### config.mk
export PLATFORM = sky130hd
export DESIGN_NAME = lmrb_mixer_regs
export DESIGN_NICKNAME = d
export VERILOG_FILES = /design/src/lmrb_mixer_regs.v
export VERILOG_INCLUDE_DIRS = /design/src
export SDC_FILE = /design/constraint.sdc
export NUM_CORES = 1
export LEC_CHECK = 0
export ABC_AREA = 1
export ABC_CLOCK_PERIOD_IN_PS = 1950
export BUFFER_PORTS_ARGS = -buffer_cell sky130_fd_sc_hd__buf_4
export CORE_ASPECT_RATIO = 1.25
export CORE_MARGIN = 3
export CORE_UTILIZATION = 30
export CTS_CLUSTER_DIAMETER = 50
export DETAILED_ROUTE_END_ITERATION = 10
export GPL_TIMING_DRIVEN = 0
export PLACE_DENSITY = 0.55
export SLEW_MARGIN = 15
export SYNTH_ARGS = -nofsm -noshare
export SYNTH_HDL_FRONTEND = slang
export SYNTH_SLANG_ARGS = --single-unit
### constraint.sdc
create_clock -name clk -period 1.95 [get_ports clk]
set_clock_uncertainty 0.2 [all_clocks]
set_input_delay 0.195 -clock clk [delete_from_list [all_inputs] [get_ports clk]]
set_output_delay 0.195 -clock clk [all_outputs]
set_load 0.005 [all_outputs]
### src/lmrb_consts.vh
`ifndef LMRB_CONSTS_VH
`define LMRB_CONSTS_VH

// port offsets from the legacy io base
`define LMRB_PORT_W 4
`define LMRB_PORT_INDEX 4'h4
`define LMRB_PORT_DATA 4'h5

// mixer indices
`define LMRB_IDX_RESET 8'h00
`define LMRB_IDX_VOICE 8'h04
`define LMRB_IDX_MIC 8'h0A
`define LMRB_IDX_SOURCE 8'h0C
`define LMRB_IDX_FORMAT 8'h0E
`define LMRB_IDX_MASTER 8'h22
`define LMRB_IDX_SYNTH 8'h26
`define LMRB_IDX_CD 8'h28
`define LMRB_IDX_LINE 8'h2E

// reset values
`define LMRB_RST_VOICE 8'h99
`define LMRB_RST_MIC 8'h01
`define LMRB_RST_SOURCE 8'h00
`define LMRB_RST_FORMAT 8'h00
`define LMRB_RST_MASTER 8'h99
`define LMRB_RST_SYNTH 8'h99
`define LMRB_RST_CD 8'h01
`define LMRB_RST_LINE 8'h01
`define LMRB_RST_INDEX 8'h00

// field positions
`define LMRB_LEFT_HI 7
`define LMRB_LEFT_LO 4
`define LMRB_RIGHT_HI 3
`define LMRB_RIGHT_LO 0
`define LMRB_MIC_HI 2
`define LMRB_MIC_LO 0
`define LMRB_SRC_HI 2
`define LMRB_SRC_LO 1
`define LMRB_STEREO_BIT 1

// recording source codes
`define LMRB_SRC_MIC_A 2'h0
`define LMRB_SRC_CD 2'h1
`define LMRB_SRC_MIC_B 2'h2
`define LMRB_SRC_LINE 2'h3

// read value of reserved and write-only indices
`define LMRB_RD_NONE 8'h00

`endif

### src/lmrb_mixer_regs.v
// Overview of operation
// - any write to index 00H returns all mixer registers to defaults
// - index 04H voice level, left high nibble, right low nibble, reset 99H
// - index 0AH microphone level in low field, upper bits stored and read back but unused, reset 01H
// - index 0CH bits 2:1 pick recording source: mic, cd, mic, line
// - index 0EH bit 1 selects mono (0) or stereo (1) output
// - index 22H master level, left high nibble, right low nibble, reset 99H
// - index 26H synth level, left high nibble, right low nibble, reset 99H
// - index 28H cd level, left high nibble, right low nibble, reset 01H
// - index 2EH line level, left high nibble, right low nibble, reset 01H
// - data port reads and writes the register chosen by the stored index
`timescale 1ns/1ps
`include "lmrb_consts.vh"

module lmrb_mixer_regs #(
    parameter DATA_W = 8
) (
    input wire clk,
    input wire rst_n,
    input wire ioWrStrobe,
    input wire ioRdStrobe,
    input wire [`LMRB_PORT_W-1:0] ioAddr,
    input wire [DATA_W-1:0] ioWrData,
    output reg [DATA_W-1:0] ioRdData,
    output wire [3:0] voiceLeft,
    output wire [3:0] voiceRight,
    output wire [2:0] micLevel,
    output wire [1:0] recordSource,
    output wire stereo_output_select,
    output wire [3:0] masterLeft,
    output wire [3:0] masterRight,
    output wire [3:0] synthLeft,
    output wire [3:0] synthRight,
    output wire [3:0] cdLeft,
    output wire [3:0] cdRight,
    output wire [3:0] lineLeft,
    output wire [3:0] lineRight
);

    ////////////////////////////////////////////////////////////////////
    // decode

    reg [DATA_W-1:0] index_reg;
    reg [DATA_W-1:0] voice_reg;
    reg [DATA_W-1:0] mic_reg;
    reg [DATA_W-1:0] source_reg;
    reg [DATA_W-1:0] format_reg;
    reg [DATA_W-1:0] master_reg;
    reg [DATA_W-1:0] synth_reg;
    reg [DATA_W-1:0] cd_reg;
    reg [DATA_W-1:0] line_reg;

    wire indexWr = ioWrStrobe && (ioAddr == `LMRB_PORT_INDEX);
    wire dataWr = ioWrStrobe && (ioAddr == `LMRB_PORT_DATA);
    wire dataRd = ioRdStrobe && (ioAddr == `LMRB_PORT_DATA);

    // one decode used by both the write and the read paths
    function hit;
        input [DATA_W-1:0] idx;
        input [DATA_W-1:0] target;
        begin
            hit = (idx == target);
        end
    endfunction

    wire softReset = dataWr && hit(index_reg, `LMRB_IDX_RESET);

    ////////////////////////////////////////////////////////////////////
    // index register; written only through the index port

    always @(posedge clk or negedge rst_n) begin
        if (!rst_n) begin
            index_reg <= `LMRB_RST_INDEX;
        end else if (indexWr) begin
            index_reg <= ioWrData;
        end
    end

    ////////////////////////////////////////////////////////////////////
    // mixer registers; soft reset leaves the index alone so software
    // can keep using the same selection afterwards

    // one write enable per stored register, all from the shared decode
    wire voiceWr = dataWr && hit(index_reg, `LMRB_IDX_VOICE);
    wire micWr = dataWr && hit(index_reg, `LMRB_IDX_MIC);
    wire sourceWr = dataWr && hit(index_reg, `LMRB_IDX_SOURCE);
    wire formatWr = dataWr && hit(index_reg, `LMRB_IDX_FORMAT);
    wire masterWr = dataWr && hit(index_reg, `LMRB_IDX_MASTER);
    wire synthWr = dataWr && hit(index_reg, `LMRB_IDX_SYNTH);
    wire cdWr = dataWr && hit(index_reg, `LMRB_IDX_CD);
    wire lineWr = dataWr && hit(index_reg, `LMRB_IDX_LINE);
    // reserved indices raise no enable, so their writes are dropped

    // voice level, left nibble high and right nibble low
    always @(posedge clk or negedge rst_n) begin
        if (!rst_n) begin
            voice_reg <= `LMRB_RST_VOICE;
        end else if (softReset) begin
            voice_reg <= `LMRB_RST_VOICE;
        end else if (voiceWr) begin
            voice_reg <= ioWrData;
        end
    end

    // mic level; all eight bits kept so readback returns the whole byte
    always @(posedge clk or negedge rst_n) begin
        if (!rst_n) begin
            mic_reg <= `LMRB_RST_MIC;
        end else if (softReset) begin
            mic_reg <= `LMRB_RST_MIC;
        end else if (micWr) begin
            mic_reg <= ioWrData;
        end
    end

    // recording source; only bits 2:1 reach the converter mux
    always @(posedge clk or negedge rst_n) begin
        if (!rst_n) begin
            source_reg <= `LMRB_RST_SOURCE;
        end else if (softReset) begin
            source_reg <= `LMRB_RST_SOURCE;
        end else if (sourceWr) begin
            source_reg <= ioWrData;
        end
    end

    // output format; bit 1 picks stereo, the rest is stored but unused
    always @(posedge clk or negedge rst_n) begin
        if (!rst_n) begin
            format_reg <= `LMRB_RST_FORMAT;
        end else if (softReset) begin
            format_reg <= `LMRB_RST_FORMAT;
        end else if (formatWr) begin
            format_reg <= ioWrData;
        end
    end

    // master level, both channels in one byte
    always @(posedge clk or negedge rst_n) begin
        if (!rst_n) begin
            master_reg <= `LMRB_RST_MASTER;
        end else if (softReset) begin
            master_reg <= `LMRB_RST_MASTER;
        end else if (masterWr) begin
            master_reg <= ioWrData;
        end
    end

    // synthesizer level, both channels in one byte
    always @(posedge clk or negedge rst_n) begin
        if (!rst_n) begin
            synth_reg <= `LMRB_RST_SYNTH;
        end else if (softReset) begin
            synth_reg <= `LMRB_RST_SYNTH;
        end else if (synthWr) begin
            synth_reg <= ioWrData;
        end
    end

    // cd input level; defaults low so an idle drive stays quiet
    always @(posedge clk or negedge rst_n) begin
        if (!rst_n) begin
            cd_reg <= `LMRB_RST_CD;
        end else if (softReset) begin
            cd_reg <= `LMRB_RST_CD;
        end else if (cdWr) begin
            cd_reg <= ioWrData;
        end
    end

    // line input level; defaults low like the cd input
    always @(posedge clk or negedge rst_n) begin
        if (!rst_n) begin
            line_reg <= `LMRB_RST_LINE;
        end else if (softReset) begin
            line_reg <= `LMRB_RST_LINE;
        end else if (lineWr) begin
            line_reg <= ioWrData;
        end
    end

    ////////////////////////////////////////////////////////////////////
    // read path; registered so data settles a cycle after the strobe

    reg [DATA_W-1:0] rdMux;

    always @* begin
        rdMux = `LMRB_RD_NONE;
        case (1'b1)
            hit(index_reg, `LMRB_IDX_VOICE): rdMux = voice_reg;
            hit(index_reg, `LMRB_IDX_MIC): rdMux = mic_reg;
            hit(index_reg, `LMRB_IDX_SOURCE): rdMux = source_reg;
            hit(index_reg, `LMRB_IDX_FORMAT): rdMux = format_reg;
            hit(index_reg, `LMRB_IDX_MASTER): rdMux = master_reg;
            hit(index_reg, `LMRB_IDX_SYNTH): rdMux = synth_reg;
            hit(index_reg, `LMRB_IDX_CD): rdMux = cd_reg;
            hit(index_reg, `LMRB_IDX_LINE): rdMux = line_reg;
            default: rdMux = `LMRB_RD_NONE;
        endcase
    end

    always @(posedge clk or negedge rst_n) begin
        if (!rst_n) begin
            ioRdData <= `LMRB_RD_NONE;
        end else if (dataRd) begin
            ioRdData <= rdMux;
        end
    end

    ////////////////////////////////////////////////////////////////////
    // fields to the analog mixer; all straight from flip-flops

    assign voiceLeft = voice_reg[`LMRB_LEFT_HI:`LMRB_LEFT_LO];
    assign voiceRight = voice_reg[`LMRB_RIGHT_HI:`LMRB_RIGHT_LO];
    assign micLevel = mic_reg[`LMRB_MIC_HI:`LMRB_MIC_LO];
    assign recordSource = source_reg[`LMRB_SRC_HI:`LMRB_SRC_LO];
    assign stereo_output_select = format_reg[`LMRB_STEREO_BIT];
    assign masterLeft = master_reg[`LMRB_LEFT_HI:`LMRB_LEFT_LO];
    assign masterRight = master_reg[`LMRB_RIGHT_HI:`LMRB_RIGHT_LO];
    assign synthLeft = synth_reg[`LMRB_LEFT_HI:`LMRB_LEFT_LO];
    assign synthRight = synth_reg[`LMRB_RIGHT_HI:`LMRB_RIGHT_LO];
    assign cdLeft = cd_reg[`LMRB_LEFT_HI:`LMRB_LEFT_LO];
    assign cdRight = cd_reg[`LMRB_RIGHT_HI:`LMRB_RIGHT_LO];
    assign lineLeft = line_reg[`LMRB_LEFT_HI:`LMRB_LEFT_LO];
    assign lineRight = line_reg[`LMRB_RIGHT_HI:`LMRB_RIGHT_LO];

endmodule

# Word-level counts from Yosys, hierarchy flattened
# Index checks and enable logic that the tools add are counted.
# W data, S select, Z words.
[word_totals] register_bits=80 input_bits=16 output_inout_bits=54
[op_classes] eq_ne=10 muxes=24 n_reduce_logical=21
[ops] op="$mux W8" count=24
[ops] op="$eq A8 B6 Y1 const B" count=4
[ops] op="$eq A8 B4 Y1 const B" count=3
[ops] op="$reduce_bool A2 Y1" count=8
[ops] op="$logic_and A1 B1 Y1" count=12
[ops] op="$eq A4 B3 Y1 const B" count=2
[ops] op="$eq A8 B3 Y1 const B" count=1
[ops] op="$logic_not A8 Y1" count=1

# Longest topological paths before layout
[depth] ltp_word=9 mapped_depth=12 ltp_nobuf=11

# Worst setup path before layout
# Ideal clock, no wire load.
[synth_path] path_type="reg2reg" start="register index_reg[2] (netlist: hit.idx[2])" end="register cd_reg[6]" setup_time_ns=0.122 arrival_ns=1.420 t_required_ns=1.628 slack_ns=0.207 stages_incl_launch_ff=9 n_path_buf=2 path_cell_list="dfrtp_1 > buf_2 > nor2_1 > nand3_4 > nor2_4 > a31oi_2 > buf_2 > nand2_1 > o21ai_1"
[synth_between] elab_chain_len=3
[synth_rtl] item="start, declared" line="lmrb_mixer_regs.v:43" rtl="reg [DATA_W-1:0] index_reg;"
[synth_rtl] item="start signal, assigned" line="lmrb_mixer_regs.v:73" rtl="index_reg <= `LMRB_RST_INDEX;"
[synth_rtl] item="start signal, assigned" line="lmrb_mixer_regs.v:75" rtl="index_reg <= ioWrData;"
[synth_rtl] item="$eq A8 B6 Y1 / $logic_not A8 Y1 (equally long branches)" line="lmrb_mixer_regs.v:62" rtl="hit = (idx == target);"
[synth_rtl] item="$logic_and A1 B1 Y1, on equally long branches" line="lmrb_mixer_regs.v:90, lmrb_mixer_regs.v:66"
[synth_rtl] item="$reduce_bool A2 Y1 (no line) / $mux W8 (equally long branches)"
[synth_rtl] item="end signal, assigned" line="lmrb_mixer_regs.v:163" rtl="cd_reg <= `LMRB_RST_CD;"
[synth_rtl] item="end signal, assigned" line="lmrb_mixer_regs.v:165" rtl="cd_reg <= `LMRB_RST_CD;"
[synth_rtl] item="end signal, assigned" line="lmrb_mixer_regs.v:167" rtl="cd_reg <= ioWrData;"
[synth_rtl] item="end, declared" line="lmrb_mixer_regs.v:50" rtl="reg [DATA_W-1:0] cd_reg;"
# Several ways; a longest one is shown, not always the timed one.
# A chain may end at the register's enable or synchronous reset.

# Worst setup path in the final report
[layout_path] start="register index_reg[4] (netlist: hit.idx[4])" end="register cd_reg[4]"
# The elaborated chain is that of the path after synthesis.

==> flow_summary.ini <==
[cts]
h-tree-depth = 3
cts_tree = yes
insertion_delay_ns = 0.33
cts.root.buffer_cell = clkbuf_16
clk_path_buf_depth = 2
cts.reportedPaths.clkPinSlew_ns = 0.06
cts.sinks = 80
cts_made_buffers = 9

[die]
row_count = 46
dieArea_um2 = 14620
die_y_um = 134.4
initial_core_util_pct = 30.98
io_pins = 70
coreArea_um2 = 12780
die_w_um = 108.7

[timing]
min_period_ns = 1.951
rsz0062_at_grt = yes
drv_slew = 0
worst_slew_pin_slew_ns = 1.026
finalSetupViolCount = 1
slew_headroom_pct = 31.61
finalWorstSetupSlack_ns = -0.0008409
fmax_ghz = 0.5126
tns_ns = -0.0008409
hold_violations = 0
finalCritPeriodShare_pct = 100.0

[synth]
ys_ff_latch = 80
synthMuxAreaShare_pct = 0
synth_fp_nets = 509
synth-compound-area-share_pct = 10.52
postSynthCellCount = 493
yosysSeqAreaShare_pct = 51.04
synthTopCellsByArea = dfrtp_1 (41%), nand2_1 (16%), dfstp_2 (10%)
synth_xor_xnor_area_share_pct = 0
yosys.area.top_type = dfrtp_1
yosys.area.top_type_share_pct = 41.09
yosysWarnings = 0
synth.distinct_cells = 30
syn_area_um2 = 3959
yosys.area_share.adder_pct = 0
synth_top_family_by_area = simple AND/OR/NAND/NOR gates
avgSynthCellArea_um2 = 8.030
synth-simple-area-share_pct = 30.59

[route]
vias = 3690
ant_nets = 0
drtPass1Iterations = 4
vias_per_cell = 4.713
post-route-drc-count = 0
drt_wl_total_um = 12460
drtIter0Drc = 198
wl_per_cell_um = 15.91

[global_route]
grt_pass1_wl_um = 19530
grt_max_degree = 81
antenna_found_initial = 0
overflow = 0
grt_pass1_vias = 3555
grt_usage_pct = 17.58

[layout]
nNetsFinal = 626
most-common-layout-cells = nand2_1 (166), buf_4 (102), dfrtp_1 (64)
n_antenna_cell = 0
area_delta_synth_final_pct = 37.58
final_common_cell = nand2_1
drive_gt1_share_pct = 33.66
final_cell_count_no_fill = 783

[worst_setup_path]
worstPathMaxFanout = 16
r2r_cells = 10
criticalPathCategory = reg2reg
crit_path_start_kind = flop
reg2reg_to = cd_reg[4]
rrSetupSlack_ns = -0.0008
r2r_start = hit.idx[4]
end_kind = flop
required_ns = 1.96
critPathArrivalTime_ns = 1.97

[placed_design]
placedCellCount = 730
dp_hpwl_um = 9040
portBuffers = 69
globalplace.congestion = 0.8262

[hold_path]
min_to = hit.idx[7]
hold_path.startpoint = ioAddr[1]
min_path_type = in2reg
whs_path_depth = 5

[outcome]
violations = negative setup slack
outcome = finished, violations left

[power]
p_leak_uw = 0.002741
p_per_area_nw_per_um2 = 1061
power.total_uw = 5781
peakVddDrop_mv = 0.5079

[run]
cap_viol_max_count = 0
## worst max-delay path: stages (launching register included)
cell	delay, ns
dfrtp_1	0.39
nor2_1	0.14
nand2_2	0.12
inv_4	0.11
nand3_4	0.12
nor2_4	0.24
buf_4	0.17
a31oi_4	0.04
buf_12	0.16
nand2_1	0.07
o21ai_1	0.07
## report_power, final
group | internal [µW] | switching [µW]
clock network | 1020 | 676
registers | 2160 | 365
logic | 794 | 761
total | 3980 | 1800
## logic make-up after synthesis
family          count (synthesis)
compound gates                 70
buf+inv                        69
flops                          80
simple gates                  274
## cells in the mapped netlist
master,count
o21ai_0,25
nand4_2,1
nor3_2,1
buf_2,5
a21oi_1,12
nand2_2,3
nand2_4,2
buf_4,6
o21ai_1,17
clkbuf_1,3
inv_1,41
nor2_2,6
a21oi_4,1
nor2_1,49
nand4_4,1
a21oi_2,2
dfrtp_1,65
nand2_1,169
or2_2,2
nor2_4,5
buf_6,3
o21ai_2,8
nand4_1,10
or2_1,1
inv_2,11
nand3_1,23
o211ai_1,4
nand3_4,1
dfstp_2,15
a31oi_2,1
## what timing repair did
action / 4_1_cts / 5_1_grt
gates resized for setup: 14 / 28
cloned: 1 / 0
hold buffers: 9 / 0
buffers inserted: 9 / 19
endpoints found under the hold margin: 73 / 0
pin swaps: 7 / 13
endpoints found under the setup margin: 61 / 63
## per-stage QoR
stage / utilization [%] / cell area [µm²] / hold WS [ns] / setup slack [ns]
detailed placement: 36.68 / 4687 / 0.2341 / -0.1916
global route: 42.63 / 5446 / 0.2086 / -0.09127
CTS: 40.64 / 5192 / 0.1632 / 0.0002653
finish: 42.63 / 5446 / 0.1709 / -0.0008409
global placement: 36.68 / 4687 / 0.2361 / -0.1501
floorplan: - / 3959 / -0.3006 / 0.2072
## worst max-delay path by stage
| stage | startpoint | endpoint | slack [ns] | depth (start not counted) |
|---|---|---|---|---|
| after floorplan | hit.idx[2] | cd_reg[6] | 0.21 | 8 |
| after detailed placement | hit.idx[2] | format_reg[3] | -0.19 | 8 |
| after global placement | hit.idx[2] | format_reg[5] | -0.15 | 8 |
| after global routing | hit.idx[6] | cd_reg[5] | -0.09 | 10 |
| final | hit.idx[4] | cd_reg[4] | -0.0008 | 10 |
| after CTS | hit.idx[0] | ioRdData[7] | 0.0003 | 9 |
## per-layer routing
metal  up-vias  part of all wire (%)  GRT usage, %
li1       1803                     -             -
met1      1784                    41         22.21
met2        87                    52         30.03
met3        16                   4.6         3.900
met4         0                   2.5         4.912
met5         -                     0             0
## area by class of cell
class | instances | area [µm²]
fill | 1326 | 7331
inverter | 52 | 200.2
timing repair buffer | 107 | 850.8
buffer | 16 | 122.6
tap | 168 | 210.2
clock buffer | 11 | 242.7
multi-input combinational | 344 | 1742
sequential | 80 | 2022
clock inverter | 5 | 56.30
Power figures use the tool's default switching activity.
